## src/shared/lpf_regs.svh

```systemverilog
// constants of the low power freeze control block
`ifndef LPF_REGS_SVH
`define LPF_REGS_SVH

// ****************************************
// register map
// ****************************************
`define LPF_ADDR_W 8
`define LPF_DATA_W 32
`define LPF_CTRL_OFS 8'h00
`define LPF_DIV_OFS 8'h04
`define LPF_STAT_OFS 8'h08
`define LPF_CTRL_RST 32'h00000000
`define LPF_DIV_RST 32'h00010101

// ****************************************
// structure of the block
// ****************************************
`define LPF_N_BANKS 4
`define LPF_BANK_W 8
`define LPF_DIV_W 5
`define LPF_N_OUT 3
`define LPF_PH_W 2
`define LPF_CNT_W 8
`define LPF_BANK_STEP 3
`define LPF_GLOB_AT 2

// ****************************************
// timing
// ****************************************
`define LPF_CLK_PERIOD_NS 40
`define LPF_ACQ_TIME_NS 300000
`define LPF_ACQ_CYC \
  ((`LPF_ACQ_TIME_NS + `LPF_CLK_PERIOD_NS - 1) / `LPF_CLK_PERIOD_NS)
`define LPF_ACQ_W 16

`endif

```

## src/shared/lpf_pkg.sv

```systemverilog
// types of the low power freeze control block
`include "lpf_regs.svh"
package lpf_pkg;

  // ****************************************
  // sequencer states, one-hot
  // ****************************************
  typedef enum logic [3:0] {
    LPF_RUN = 4'h1,
    LPF_FROZEN = 4'h2,
    LPF_EXIT = 4'h4,
    LPF_LOCK = 4'h8
  } lpf_state_e;

  // ****************************************
  // register contents
  // ****************************************
  typedef struct packed {
    logic [`LPF_N_BANKS-1:0] hold_en;
    logic [`LPF_PH_W-1:0] phase_sel;
    logic qual_en;
  } lpf_cfg_s;

  typedef struct packed {
    logic [`LPF_DIV_W-1:0] div_c;
    logic [`LPF_DIV_W-1:0] div_b;
    logic [`LPF_DIV_W-1:0] div_a;
  } lpf_div_s;

  typedef struct packed {
    logic [`LPF_N_BANKS-1:0] bank_en;
    logic glob_en;
    logic ready;
    logic lock;
    logic pll_on;
    logic [3:0] state;
  } lpf_stat_s;

endpackage

```

## src/logic/lpf_sync.sv

```systemverilog
// two flip-flop synchroniser for asynchronous inputs
`timescale 1ns/10ps
module lpf_sync #(
  parameter int WIDTH = 1
) (
  // clock, reset and enable
  input wire logic i_ref_clk,
  input wire logic i_rst_n,
  input wire logic i_clk_en,
  // data
  input wire logic [WIDTH-1:0] i_async,
  output logic [WIDTH-1:0] o_sync
);

  logic [WIDTH-1:0] meta;

  // first stage feeds only the second
  always_ff @(posedge i_ref_clk or negedge i_rst_n) begin
    if (!i_rst_n) begin
      meta <= '0;
      o_sync <= '0;
    end else if (i_clk_en) begin
      meta <= i_async;
      o_sync <= meta;
    end
  end

endmodule // lpf_sync

```

## src/logic/lpf_clk_div.sv

```systemverilog
// output divider that follows the oscillator phase selection
`timescale 1ns/10ps
`include "lpf_regs.svh"
module lpf_clk_div (
  // clock, reset and enable
  input wire logic i_ref_clk,
  input wire logic i_rst_n,
  input wire logic i_clk_en,
  // control
  input wire logic i_run,
  input wire logic i_osc,
  input wire logic [`LPF_DIV_W-1:0] i_div,
  // divided clock
  output logic o_clk
);

  logic osc_d;
  logic [`LPF_DIV_W-1:0] cnt;
  logic [`LPF_DIV_W-1:0] next_cnt;
  logic [`LPF_DIV_W-1:0] eff;
  logic [`LPF_DIV_W-1:0] half;
  logic osc_rise;

  // ratio zero acts as one; high for the first half
  assign eff = (i_div == '0) ? `LPF_DIV_W'(1) : i_div;
  // rounded-up half without a carry out of the field width
  assign half = (eff >> 1) + `LPF_DIV_W'(eff[0]);
  assign osc_rise = i_osc & ~osc_d;
  assign next_cnt = (cnt >= eff - `LPF_DIV_W'(1)) ? '0 :
                    cnt + `LPF_DIV_W'(1);

  // count phased oscillator edges, stop with the pll
  always_ff @(posedge i_ref_clk or negedge i_rst_n) begin
    if (!i_rst_n) begin
      osc_d <= 1'b0;
      cnt <= '0;
      o_clk <= 1'b0;
    end else if (i_clk_en) begin
      osc_d <= i_osc & i_run;
      if (!i_run) begin
        cnt <= '0;
        o_clk <= 1'b0;
      end else begin
        if (osc_rise) begin
          cnt <= next_cnt;
        end
        o_clk <= (eff == `LPF_DIV_W'(1)) ? i_osc : (cnt < half);
      end
    end
  end

endmodule // lpf_clk_div

```

## src/logic/lpf_freeze_ctrl.sv

```systemverilog
// freeze sequencer: pll stop, pad control, staged exit
`timescale 1ns/10ps
`include "lpf_regs.svh"
module lpf_freeze_ctrl #(
  parameter int N_BANKS = `LPF_N_BANKS,
  parameter int BANK_W = `LPF_BANK_W,
  parameter logic [`LPF_ACQ_W-1:0] ACQ_CYC = `LPF_ACQ_W'(`LPF_ACQ_CYC)
) (
  // clock, reset, enable
  input wire logic i_ref_clk,
  input wire logic i_rst_n,
  input wire logic i_clk_en,
  // register port
  input wire logic [`LPF_ADDR_W-1:0] i_addr,
  input wire logic [`LPF_DATA_W-1:0] i_wdata,
  input wire logic i_wr,
  input wire logic i_rd,
  output logic [`LPF_DATA_W-1:0] o_rdata,
  // freeze requests
  input wire logic i_freeze_request_pin,
  input wire logic i_core_freeze_request,
  // pll
  input wire logic i_pll_lock,
  output logic o_pll_powerdown,
  output logic o_global_clock_out_a,
  output logic o_global_clock_out_b,
  output logic o_global_clock_out_c,
  output logic o_glob_en,
  output logic o_clocks_ready,
  // pads and core
  input wire logic [N_BANKS*BANK_W-1:0] i_pad_in,
  input wire logic [N_BANKS*BANK_W-1:0] i_core_out,
  output logic [N_BANKS*BANK_W-1:0] o_pad_out,
  output logic [N_BANKS*BANK_W-1:0] o_pad_oe_n,
  output logic [N_BANKS*BANK_W-1:0] o_core_in,
  // jtag
  input wire logic i_jtag_req,
  output logic o_jtag_accept,
  output logic o_jtag_refuse
);

  localparam int SW = N_BANKS * BANK_W + 3;
  localparam logic [`LPF_CNT_W-1:0] EXIT_END =
    `LPF_CNT_W'(`LPF_BANK_STEP * N_BANKS);

  // ****************************************
  // synchronised pins
  // ****************************************
  logic [SW-1:0] sync_out;
  logic [N_BANKS*BANK_W-1:0] pad_s;
  logic pin_s;
  logic lock_s;
  logic jtag_s;

  lpf_sync #(
    .WIDTH(SW)
  ) u_sync (
    .i_ref_clk(i_ref_clk),
    .i_rst_n(i_rst_n),
    .i_clk_en(i_clk_en),
    .i_async({i_pad_in, i_freeze_request_pin, i_pll_lock, i_jtag_req}),
    .o_sync(sync_out)
  );

  assign {pad_s, pin_s, lock_s, jtag_s} = sync_out;

  // ****************************************
  // registers
  // ****************************************
  lpf_pkg::lpf_cfg_s cfg;
  lpf_pkg::lpf_div_s div;
  lpf_pkg::lpf_stat_s stat;
  lpf_pkg::lpf_state_e state;
  lpf_pkg::lpf_state_e next_state;
  logic [`LPF_CNT_W-1:0] exit_cnt;
  logic [`LPF_ACQ_W-1:0] acq_cnt;
  logic [N_BANKS-1:0] bank_en;
  logic glob_en;
  logic pll_on;
  logic ready;
  logic jtag_d;
  logic [`LPF_PH_W-1:0] osc_ph;

  // address decode
  function automatic logic hit(input logic [`LPF_ADDR_W-1:0] a,
                               input logic [`LPF_ADDR_W-1:0] ofs);
    hit = (a == ofs);
  endfunction

  logic wr_ctrl;
  logic wr_div;
  logic [`LPF_DATA_W-1:0] rd_mux;

  assign wr_ctrl = i_wr & hit(i_addr, `LPF_CTRL_OFS);
  assign wr_div = i_wr & hit(i_addr, `LPF_DIV_OFS);

  // status view of the sequencer
  assign stat.bank_en = bank_en;
  assign stat.glob_en = glob_en;
  assign stat.ready = ready;
  assign stat.lock = lock_s;
  assign stat.pll_on = pll_on;
  assign stat.state = state;

  // read selection, unmapped reads give zero
  assign rd_mux =
    hit(i_addr, `LPF_CTRL_OFS) ? `LPF_DATA_W'(cfg) :
    hit(i_addr, `LPF_DIV_OFS) ? `LPF_DATA_W'(div) :
    hit(i_addr, `LPF_STAT_OFS) ? `LPF_DATA_W'(stat) : '0;

  // register writes and one-cycle read data
  always_ff @(posedge i_ref_clk or negedge i_rst_n) begin
    if (!i_rst_n) begin
      cfg <= lpf_pkg::lpf_cfg_s'(`LPF_CTRL_RST);
      div <= lpf_pkg::lpf_div_s'(`LPF_DIV_RST);
      o_rdata <= '0;
    end else if (i_clk_en) begin
      if (wr_ctrl) begin
        cfg <= lpf_pkg::lpf_cfg_s'(i_wdata[$bits(cfg)-1:0]);
      end
      if (wr_div) begin
        div <= lpf_pkg::lpf_div_s'(i_wdata[$bits(div)-1:0]);
      end
      o_rdata <= i_rd ? rd_mux : '0;
    end
  end

  // ****************************************
  // freeze sequencer
  // ****************************************
  logic freeze_cond;
  logic exit_done;
  logic acq_done;

  // pin alone, or pin and core request when qualified
  assign freeze_cond = pin_s &
    (~cfg.qual_en | i_core_freeze_request);
  assign exit_done = (exit_cnt >= EXIT_END);
  assign acq_done = (acq_cnt >= ACQ_CYC);

  // next state
  always_comb begin
    next_state = state;
    case (state)
      lpf_pkg::LPF_RUN: begin
        if (freeze_cond) begin
          next_state = lpf_pkg::LPF_FROZEN;
        end
      end
      lpf_pkg::LPF_FROZEN: begin
        if (!pin_s) begin
          next_state = lpf_pkg::LPF_EXIT;
        end
      end
      lpf_pkg::LPF_EXIT: begin
        if (freeze_cond) begin
          next_state = lpf_pkg::LPF_FROZEN;
        end else if (exit_done) begin
          next_state = lpf_pkg::LPF_LOCK;
        end
      end
      lpf_pkg::LPF_LOCK: begin
        if (freeze_cond) begin
          next_state = lpf_pkg::LPF_FROZEN;
        end else if (acq_done && lock_s) begin
          next_state = lpf_pkg::LPF_RUN;
        end
      end
      default: begin
        next_state = lpf_pkg::LPF_FROZEN;
      end
    endcase
  end

  // state, exit stagger and acquisition counters
  always_ff @(posedge i_ref_clk or negedge i_rst_n) begin
    if (!i_rst_n) begin
      state <= lpf_pkg::LPF_RUN;
      exit_cnt <= '0;
      acq_cnt <= '0;
    end else if (i_clk_en) begin
      state <= next_state;
      if (state == lpf_pkg::LPF_EXIT && !exit_done) begin
        exit_cnt <= exit_cnt + `LPF_CNT_W'(1);
      end else if (state != lpf_pkg::LPF_EXIT) begin
        exit_cnt <= '0;
      end
      if (!pll_on) begin
        acq_cnt <= '0;
      end else if (!acq_done) begin
        acq_cnt <= acq_cnt + `LPF_ACQ_W'(1);
      end
    end
  end

  // pll enable, global release and ready flag
  always_ff @(posedge i_ref_clk or negedge i_rst_n) begin
    if (!i_rst_n) begin
      pll_on <= 1'b1;
      glob_en <= 1'b1;
      ready <= 1'b0;
      o_pll_powerdown <= 1'b0;
      o_glob_en <= 1'b1;
      o_clocks_ready <= 1'b0;
    end else if (i_clk_en) begin
      pll_on <= (next_state != lpf_pkg::LPF_FROZEN);
      o_pll_powerdown <= (next_state == lpf_pkg::LPF_FROZEN);
      if (next_state == lpf_pkg::LPF_FROZEN) begin
        glob_en <= 1'b0;
        o_glob_en <= 1'b0;
      end else if (state == lpf_pkg::LPF_EXIT &&
                   exit_cnt == `LPF_CNT_W'(`LPF_GLOB_AT)) begin
        glob_en <= 1'b1;
        o_glob_en <= 1'b1;
      end
      ready <= (next_state == lpf_pkg::LPF_RUN) && lock_s;
      o_clocks_ready <= (next_state == lpf_pkg::LPF_RUN) && lock_s;
    end
  end

  // ****************************************
  // per bank pad and core input control
  // ****************************************
  genvar b;
  generate
    for (b = 0; b < N_BANKS; b++) begin : g_bank
      logic bank_on;
      logic [BANK_W-1:0] core_o;
      logic [BANK_W-1:0] pad_i;

      assign core_o = i_core_out[b*BANK_W +: BANK_W];
      assign pad_i = pad_s[b*BANK_W +: BANK_W];
      // bank b wakes at its own step of the exit count
      assign bank_on = (state == lpf_pkg::LPF_EXIT) &&
        (exit_cnt == `LPF_CNT_W'(`LPF_BANK_STEP * (b + 1)));

      always_ff @(posedge i_ref_clk or negedge i_rst_n) begin
        if (!i_rst_n) begin
          bank_en[b] <= 1'b1;
        end else if (i_clk_en) begin
          if (next_state == lpf_pkg::LPF_FROZEN) begin
            bank_en[b] <= 1'b0;
          end else if (bank_on) begin
            bank_en[b] <= 1'b1;
          end
        end
      end

      // pad driver: live, held, or floating
      always_ff @(posedge i_ref_clk or negedge i_rst_n) begin
        if (!i_rst_n) begin
          o_pad_out[b*BANK_W +: BANK_W] <= '0;
          o_pad_oe_n[b*BANK_W +: BANK_W] <= '1;
          o_core_in[b*BANK_W +: BANK_W] <= '1;
        end else if (i_clk_en) begin
          if (bank_en[b]) begin
            // release follows the output signal through a flop, glitches between edges do not pass
            o_pad_out[b*BANK_W +: BANK_W] <= core_o;
            o_pad_oe_n[b*BANK_W +: BANK_W] <= '0;
            o_core_in[b*BANK_W +: BANK_W] <= pad_i;
          end else begin
            if (!cfg.hold_en[b]) begin
              o_pad_oe_n[b*BANK_W +: BANK_W] <= '1;
              o_pad_out[b*BANK_W +: BANK_W] <= '0;
            end
            o_core_in[b*BANK_W +: BANK_W] <= '1;
          end
        end
      end
    end
  endgenerate

  // ****************************************
  // jtag gate
  // ****************************************
  logic jtag_rise;
  logic jtag_block;

  assign jtag_rise = jtag_s & ~jtag_d;
  assign jtag_block = (state == lpf_pkg::LPF_FROZEN) ||
                      (state == lpf_pkg::LPF_EXIT);

  // requests pass only in the run and lock states, refused while frozen or in exit
  always_ff @(posedge i_ref_clk or negedge i_rst_n) begin
    if (!i_rst_n) begin
      jtag_d <= 1'b0;
      o_jtag_accept <= 1'b0;
      o_jtag_refuse <= 1'b0;
    end else if (i_clk_en) begin
      jtag_d <= jtag_s;
      o_jtag_accept <= jtag_rise & ~jtag_block;
      o_jtag_refuse <= jtag_rise & jtag_block;
    end
  end

  // ****************************************
  // oscillator phases and output dividers
  // ****************************************
  logic [`LPF_N_OUT-1:0] osc_sel;
  logic [`LPF_N_OUT-1:0] clk_out;
  logic [`LPF_N_OUT*`LPF_DIV_W-1:0] div_all;
  logic [`LPF_PH_W-1:0] ph_rel;

  // four-step ring, each step a quarter period
  always_ff @(posedge i_ref_clk or negedge i_rst_n) begin
    if (!i_rst_n) begin
      osc_ph <= '0;
    end else if (i_clk_en) begin
      osc_ph <= pll_on ? osc_ph + `LPF_PH_W'(1) : '0;
    end
  end

  // selected phase: 0, 90, 180 or 270 degrees
  assign ph_rel = osc_ph - cfg.phase_sel;
  assign div_all = {div.div_c, div.div_b, div.div_a};

  genvar k;
  generate
    for (k = 0; k < `LPF_N_OUT; k++) begin : g_out
      assign osc_sel[k] = ~ph_rel[`LPF_PH_W-1];
      lpf_clk_div u_div (
        .i_ref_clk(i_ref_clk),
        .i_rst_n(i_rst_n),
        .i_clk_en(i_clk_en),
        .i_run(pll_on),
        .i_osc(osc_sel[k]),
        .i_div(div_all[k*`LPF_DIV_W +: `LPF_DIV_W]),
        .o_clk(clk_out[k])
      );
    end
  endgenerate

  // divider flops drive the pins directly
  assign o_global_clock_out_a = clk_out[0];
  assign o_global_clock_out_b = clk_out[1];
  assign o_global_clock_out_c = clk_out[2];

endmodule // lpf_freeze_ctrl

```

## config.mk

```make
export PLATFORM = sky130hd
export DESIGN_NAME = lpf_freeze_ctrl
export DESIGN_NICKNAME = d
export VERILOG_FILES = /design/src/shared/lpf_pkg.sv /design/src/logic/lpf_sync.sv /design/src/logic/lpf_clk_div.sv /design/src/logic/lpf_freeze_ctrl.sv
export VERILOG_INCLUDE_DIRS = /design/src /design/src/shared
export SDC_FILE = /design/constraint.sdc
export NUM_CORES = 1
export LEC_CHECK = 0
export BUFFER_PORTS_ARGS = -buffer_cell sky130_fd_sc_hd__buf_2
export CAP_MARGIN = 10
export CORE_MARGIN = 1
export CORE_UTILIZATION = 49
export CTS_CLUSTER_DIAMETER = 40
export DETAILED_ROUTE_END_ITERATION = 7
export GPL_ROUTABILITY_DRIVEN = 0
export PLACE_DENSITY = 0.76
export SLEW_MARGIN = 25
export SYNTH_ARGS = -nofsm -noshare
export SYNTH_HDL_FRONTEND = slang
export SYNTH_SLANG_ARGS = --single-unit
```

## constraint.sdc

```tcl
create_clock -name i_ref_clk -period 2.6 [get_ports i_ref_clk]
set_input_delay 0.13 -clock i_ref_clk [delete_from_list [all_inputs] [get_ports i_ref_clk]]
set_output_delay 0.13 -clock i_ref_clk [all_outputs]
set_load 0.01 [all_outputs]
```

==> results.yml, run 1 <==
yosys:
  synth_cell_types: 64
  synthArstFlopShare_pct: 100
  synth-seq-cells: 235
  syn_area_um2: 11200
  yosys_warnings: 0
  syn_avg_cell_area_um2: 10.5
  seq_area_frac_synth_pct: 52.9
  synth_ff_type: "dfrtp_1"
  synth-edff-count: 0
  syn_inst: 1066
min_path:
  hold_path.class: "in2async"
power:
  pwr-share-seq_pct: 39.6
  clkPwrFrac_pct: 47.5
  p_per_area_nw_per_um2: 723
  switching_share_pct: 26.7
  power.share.combinational_pct: 13.0
  ir_drop_mv: 0.512
  p_switching_mw: 2.80
  p_leak_nw: 6.83
  p_int_mw: 7.67
drt:
  avgRoutedWirePerCell_um: 16.6
  routed_wl_um: 27300
  ant_nets: 0
  wl_met1_um: 11700
  wl_met3_um: 1740
  drc: 0
  drtIter0Drc: 564
  drt-pass1-iter-count: 5
  wl_met2_um: 12900
  vias: 8857
  routed.top_layer: "met4"
  via_per_inst: 5.39
clock_network:
  clkSinkCount: 235
  cts_buffers: 37
  clock_tree.root_cell: "clkbuf_16"
  max-clock-path-buffers: 3
  cts_tree: "done"
  postCtsSetupRepairBufs: 0
  htree_levels: 2
  insertion_delay_ns: 0.52
  clk_pin_slew_ns: 0.05
timing:
  period_minus_slack_ns: 2.49
  max_freq_mhz: 402
  layout_setup_ws_ns: 0.113
  finClkSkew_ns: 0.0193
  final.setup.tns_ns: 0
  slew_headroom_pct: 47.7
  period_share_pct: 95.7
  finalMaxSlewViolations: 0
  setup_viol: 0
  hold_viol: 0
  worst_pin_slew_ns: 0.781
final_layout:
  fillers: 1715
  final_util_pct: 64.2
  fin_cells: 1643
  layout.nets: 1491
  antenna_cells: 0
  drive_gt1_share_pct: 30.5
  area_growth_pct: 29.0
  fin_area_um2: 14500
global_routing:
  grt_pass1_wl_um: 44500
  grt.overflow.total: 0
  antenna_found_initial: 0
  grt_pass1_vias: 8774
  grtUsageTotal_pct: 23.5
  grt_max_degree: 181
setup_path:
  critPathCaptureType: "flop"
  r2r-start: "div[8]$_DFFE_PN1P_"
  arrival_ns: 2.93
  path_max_fanout: 3
  path_class: "reg2reg"
  reg2reg_depth: 10
  crit_required_ns: 3.04
  ff2ff_setup_slack_ns: 0.11
  start_kind: "flop"
  startpoint: "div[8]$_DFFE_PN1P_"
  critPathCapture: "g_out[1].u_div.o_clk$_DFFE_PN0P_"
  r2r_end: "g_out[1].u_div.o_clk$_DFFE_PN0P_"
die:
  die_area_um2: 23500
  std_cell_rows: 55
  ioPinCount: 249
  die-height_um: 153
  start_util_pct: 49.7
  core_area_um2: 22600
  chipWidth_um: 153
outcome:
  status: "completed"
placement:
  io_buffers: 214
  dp_slack_ns: 0.0209
  hpwl_um: 17300
  dp.cells: 1492
  place_area_um2: 12300
job:
  cap_violations: 0
-- critical path: stages (launching register included) --
cell	delay [ns]
dfstp_2	0.53
nor3_2	0.05
a21o_1	0.21
ha_2	0.19
ha_2	0.20
xnor2_2	0.14
ha_1	0.31
a21oi_1	0.13
nand2_1	0.08
a2111o_1	0.41
a31oi_1	0.17
-- how the worst min path moves through the flow --
stage	from	slack (ns)	to
6_report	i_rst_n	0.11	u_sync.o_sync[7]$_DFFE_PN0P_
5_1_grt	i_rst_n	0.14	u_sync.o_sync[7]$_DFFE_PN0P_
3_3_place_gp	i_rst_n	0.05	u_sync.o_sync[6]$_DFFE_PN0P_
2_1_floorplan	i_rst_n	-0.17	acq_cnt[0]$_DFFE_PN0P_
3_5_place_dp	i_rst_n	0.06	u_sync.o_sync[7]$_DFFE_PN0P_
4_1_cts	i_rst_n	0.12	u_sync.o_sync[7]$_DFFE_PN0P_
-- final cells by class --
cell class / instances / area (um^2) / share of cell area [%]
Sequential cell: 235 / 5940 / 41.0
Tap cell: 285 / 357 / 2.46
Multi-Input combinational cell: 659 / 4500 / 31.1
Clock buffer: 49 / 1030 / 7.12
Timing Repair Buffer: 321 / 2140 / 14.8
Inverter: 76 / 285 / 1.97
Clock inverter: 18 / 231 / 1.60
-- flip-flops by register name (all words and copies together) (netlist names) --
| signal | flops |
|---|---|
| u_sync.meta | 35 |
| u_sync.o_sync | 35 |
| o_core_in | 32 |
| o_pad_out | 32 |
| acq_cnt | 16 |
| div | 15 |
| g_out.u_div.cnt | 15 |
| o_rdata | 15 |
| exit_cnt | 8 |
| cfg | 7 |
| bank_en | 4 |
| o_pad_oe_n | 4 |
| state | 4 |
| g_out.u_div.o_clk | 3 |
| osc_ph | 2 |
| g_out.u_div.osc_d | 1 |
| glob_en | 1 |
| jtag_d | 1 |
| o_jtag_accept | 1 |
| o_jtag_refuse | 1 |
| o_pll_powerdown | 1 |
| pll_on | 1 |
| ready | 1 |
-- power by group through the flow --
| stage | combinational (mW) | sequential (mW) | clock (mW) |
|---|---|---|---|
| global placement | 1.18 | 4.18 | 0 |
| global route | 1.53 | 4.17 | 5.23 |
| finish | 1.36 | 4.14 | 4.97 |
| floorplan | 0.835 | 4.13 | 0 |
| detailed placement | 1.23 | 4.19 | 0 |
| CTS | 1.35 | 4.13 | 5.06 |
-- synthesized netlist by cell type (3+ instances only) --
| cell type | number | area, um^2 |
|---|---|---|
| nor3b_1 | 4 | 30.0 |
| dfstp_2 | 45 | 1180 |
| nor2_1 | 66 | 248 |
| xnor2_1 | 8 | 70.1 |
| a21oi_1 | 32 | 160 |
| and3_1 | 3 | 18.8 |
| mux2i_1 | 4 | 40.0 |
| nand2b_1 | 4 | 25.0 |
| a32o_1 | 6 | 60.1 |
| ha_1 | 48 | 601 |
| a22oi_1 | 7 | 52.6 |
| buf_4 | 45 | 338 |
| o2111ai_1 | 8 | 70.1 |
| o21ai_1 | 4 | 20.0 |
| a22o_1 | 38 | 333 |
| buf_1 | 7 | 26.3 |
| a21o_1 | 6 | 45.0 |
| o21a_1 | 3 | 22.5 |
| nand4_1 | 3 | 18.8 |
| nor4b_1 | 3 | 26.3 |
| mux2_2 | 49 | 552 |
| nand2_1 | 88 | 330 |
| o211ai_1 | 7 | 52.6 |
| a2bb2oi_1 | 3 | 26.3 |
| a31oi_1 | 43 | 269 |
| inv_1 | 75 | 282 |
| dfrtp_1 | 190 | 4750 |
| nand3b_1 | 4 | 30.0 |
| nor2b_1 | 15 | 93.8 |
| a211o_1 | 3 | 26.3 |
| nand3_1 | 24 | 120 |
| o221ai_1 | 4 | 35.0 |
| mux2_4 | 7 | 105 |
| clkbuf_1 | 57 | 214 |
| nor3_1 | 12 | 60.1 |
| and2_1 | 15 | 93.8 |
| or3_1 | 3 | 18.8 |
| xor2_1 | 14 | 123 |
| and4_1 | 3 | 26.3 |
| o21ai_0 | 77 | 385 |
-- cells in the final DEF, fill, tap and decap left out, types with 6 or more instances in the layout --
cell type / n
dlygate4sd3_1: 84
nor3_1: 10
clkbuf_1: 6
nand2_1: 88
nor2_1: 66
a32o_1: 6
buf_2: 212
dfrtp_1: 190
mux2_2: 49
xor2_1: 14
inv_6: 7
a21o_1: 6
xnor2_1: 7
ha_1: 45
a21oi_1: 31
and2_1: 15
buf_4: 20
a22oi_1: 7
a22o_1: 38
dfstp_2: 45
o21ai_1: 6
o211ai_1: 7
o2111ai_1: 8
nor2b_1: 15
clkbuf_16: 37
a31oi_1: 43
inv_1: 74
mux2_4: 7
o21ai_0: 75
clkbuf_8: 6
nand3_1: 24
conb_1: 17
-- cell families after synthesis --
family | synth area share (%)
muxes | 6.21
other | 0.0334
adders and majority gates | 5.35
AOI/OAI and AO/OA | 15.1
and+or+nand+nor | 10.8
DFF | 52.9
xor gates and xnor gates | 1.72
buffers and inverters | 7.88
-- through the flow --
stage | hold WS (ns) | total power, mW
after floorplan | -0.166 | 4.96
after global placement | 0.0536 | 5.36
after detailed placement | 0.0579 | 5.42
after CTS | 0.119 | 10.5
after global routing | 0.140 | 10.9
final | 0.108 | 10.5
-- what timing repair did --
item	4_1_cts	5_1_grt
endpoints found under the hold margin	249	0
hold buffers	84	0
gates resized for setup	0	10
endpoints found under the setup margin	0	6
-- layer usage --
| layer | vias to the layer above | track usage (%) |
|---|---|---|
| met5 | - | 0 |
| met4 | 0 | 8.95 |
| met1 | 4328 | 29.8 |
| li1 | 4193 | - |
| met2 | 271 | 38.7 |
| met3 | 65 | 6.07 |
No activity file was read; power rests on OpenSTA's default activity.
==> inputs of run 2 (changes only) <==
- ABC_AREA: default -> 1
- CORE_UTILIZATION: 49 -> 50
- PLACE_DENSITY: 0.76 -> 0.77
==> results.yml, run 2 <==
outcome:
  status: "finished with violations"
  violations: "DRC"
setup_path:
  arrival_ns: 2.86
  slowest_stage: "dfstp_2"
  cp_top_family: "adder cells"
  ff2ff_setup_slack_ns: 0.11
  cp_slowest_stage_delay_ns: 0.55
  cp_num_cells: 14
  reg2reg_depth: 14
  crit_required_ns: 2.97
  worstPathCellList: "nor2_2 > nand2_1 > o21ai_2 > buf_4 > ha_1 > ha_1 > xnor2_1 > ha_1 > nand2_1 > nor2_1 > o21ai_0 > o211a_1 > o21ai_0 > nand2_1"
  path_max_fanout: 3
  start_kind: "flop"
  path_class: "reg2reg"
  cp_num_buf_inv: 1
  critPathCaptureType: "flop"
timing:
  fin_hold_ws_ns: 0.0856
  max_freq_mhz: 402
  worst_pin_slew_ns: 0.745
  hold_viol: 0
  period_minus_slack_ns: 2.49
  period_share_pct: 95.6
  finClkSkew_ns: 0.0210
  setup_viol: 0
  final.setup.tns_ns: 0
  finalMaxSlewViolations: 0
  grt_setup_unrepaired: "yes"
  slew_headroom_pct: 50.3
global_routing:
  antenna_found_initial: 0
  grt_max_degree: 136
  grt_pass1_wl_um: 47900
  grtUsageTotal_pct: 25.5
  grt_pass1_vias: 9712
  grt.overflow.total: 0
final_layout:
  final_util_pct: 66.6
  seqCellArea_um2: 5940
  final_common_cell: "nand2_1"
  area_growth_pct: 29.2
  fin_cells: 1881
  fillers: 1722
  reg_top3: "u_sync.meta (35), u_sync.o_sync (35)"
  drive_gt1_share_pct: 24.8
  antenna_cells: 0
  layout.nets: 1734
  final_cell_mix: "nand2_1, buf_2, dfrtp_1"
  multi_input_area_um2: 4480
power:
  ir_drop_mv: 0.559
  p_leak_nw: 7.46
  p_total_mw: 9.95
  p_per_area_nw_per_um2: 679
min_path:
  hold_path.class: "in2reg"
  min_path_cells: 4
yosys:
  synth_top_family_by_area: "simple AND/OR/NAND/NOR gates"
  synthTopCellsByArea: "dfrtp_1, nand2_1, dfstp_2, ha_1, inv_1"
  synthArstFlopShare_pct: 100
  synth_commonest_cells: "nand2_1, dfrtp_1, inv_1"
  synth.area.mux_share_pct: 0.198
  synth_top_area_share_pct: 41.9
  netlist.top_cell.by_area: "dfrtp_1"
  synth.most_common_cell: "nand2_1"
  synth_compound_area_share_pct: 11.7
  yosys.area_share.simple_pct: 18.0
  synth_cell_types: 41
  synth-seq-cells: 235
  synth_ff_type: "dfrtp_1"
  yosys_warnings: 0
  syn_inst: 1285
  syn_area_um2: 11300
  seq_area_frac_synth_pct: 52.3
  synth-edff-count: 0
  syn_avg_cell_area_um2: 8.83
  synth_fa_ha_area_share_pct: 5.29
  synth-xor-area-share_pct: 2.69
drt:
  via_per_inst: 5.15
  ant_nets: 0
  vias: 9691
  routed_wl_um: 29400
  drt-pass1-iter-count: 8
  drc: 24
  avgRoutedWirePerCell_um: 15.6
  drtIter0Drc: 613
die:
  std_cell_rows: 54
  die-height_um: 153
  ioPinCount: 249
  die_area_um2: 23300
  chipWidth_um: 153
  start_util_pct: 51.5
  core_area_um2: 22000
clock_network:
  insertion_delay_ns: 0.51
  clock_tree.root_cell: "clkbuf_16"
  cts_tree: "done"
  clk_pin_slew_ns: 0.05
  clkSinkCount: 235
  htree_levels: 2
  max-clock-path-buffers: 3
  cts_buffers: 36
placement:
  io_buffers: 214
  hpwl_um: 18800
  dp.cells: 1723
job:
  cap_violations: 0
[run 2: changes by cell type after synthesis, moves of 21 or more]
cell and change:
mux2_2 -47, nand3_1 +26, buf_2 +21, nand2_1 +233, a31oi_1 -40, inv_1 +53
nor2_1 +43, clkbuf_1 -37, a21oi_1 +50
[run 2: metal layers]
| metal | vias up | wire (um) | track usage (%) |
|---|---|---|---|
| met5 | - | 0 | 0 |
| met1 | 4599 | 12300 | 32.5 |
| met3 | 68 | 2070 | 5.77 |
| met2 | 371 | 14000 | 42.1 |
| met4 | 0 | 986 | 10.5 |
| li1 | 4653 | - | - |
[run 2: report_power, final]
part	leakage (nW)	switching (mW)	total (mW)	internal, mW
Combinational	3.92	0.747	1.20	0.450
Clock	0.576	1.73	4.68	2.95
Sequential	2.97	0.179	4.08	3.90
[run 2: logic make-up (layout without fill, tap and decap cells)]
group                    count (synthesis)  in the layout
AND/OR/NAND/NOR                        504            504
flip-flops                             235            235
buffers and inverters                  231            531
AO/OA/AOI/OAI                          230            230
adder cells (fa/ha/maj)                 48             48
XOR/XNOR                                34             34
multiplexers                             2              2
other                                    1             17
[run 2: path summary, 6_finish.rpt]
path / startpoint / to
max in group asynchronous: i_rst_n / o_pad_oe_n[30]$_DFFE_PN1P_
hold reg to reg: u_sync.meta[5]$_DFFE_PN0P_ / u_sync.meta[5]$_DFFE_PN0P_
hold / removal: i_core_freeze_request / state[2]$_DFFE_PN0P_
min in group asynchronous: i_rst_n / o_pad_out[19]$_DFFE_PN0P_
setup / recovery: div[8]$_DFFE_PN1P_ / g_out[1].u_div.o_clk$_DFFE_PN0P_
setup reg to reg: div[8]$_DFFE_PN1P_ / g_out[1].u_div.o_clk$_DFFE_PN0P_
[run 2: metrics by stage]
stage / instance area [um^2] / setup slack, ns
after floorplan: 11400 / 0.0204
after global placement: 12500 / 0.0875
after detailed placement: 12500 / -0.0330
after CTS: 14500 / 0.0159
after global routing: 14700 / -0.0965
final: 14700 / 0.114
[run 2: worst register-to-register path, cell delays in order, from the launching register on]
cell and delay (ns):
dfstp_2 0.55, nor2_2 0.05, nand2_1 0.09, o21ai_2 0.07, buf_4 0.14, ha_1 0.20
ha_1 0.24, xnor2_1 0.14, ha_1 0.30, nand2_1 0.06, nor2_1 0.07, o21ai_0 0.08
o211a_1 0.11, o21ai_0 0.17, nand2_1 0.08
[run 2: area by class of cell]
| cell class | count | area share, % |
|---|---|---|
| timing repair buffer | 328 | 14.9 |
| sequential | 235 | 40.5 |
| inverter | 137 | 3.52 |
| multi-input combinational | 835 | 30.6 |
| tap | 280 | 2.39 |
| clock buffer | 45 | 6.79 |
| clock inverter | 21 | 1.35 |
[run 2: what timing repair did]
action | CTS | global route
setup buffers | 2 | 7
resized for setup | 2 | 25
hold endpoints to repair | 157 | 0
setup endpoints to repair | 9 | 16
pin swaps | 1 | 20
hold buffers | 83 | 0
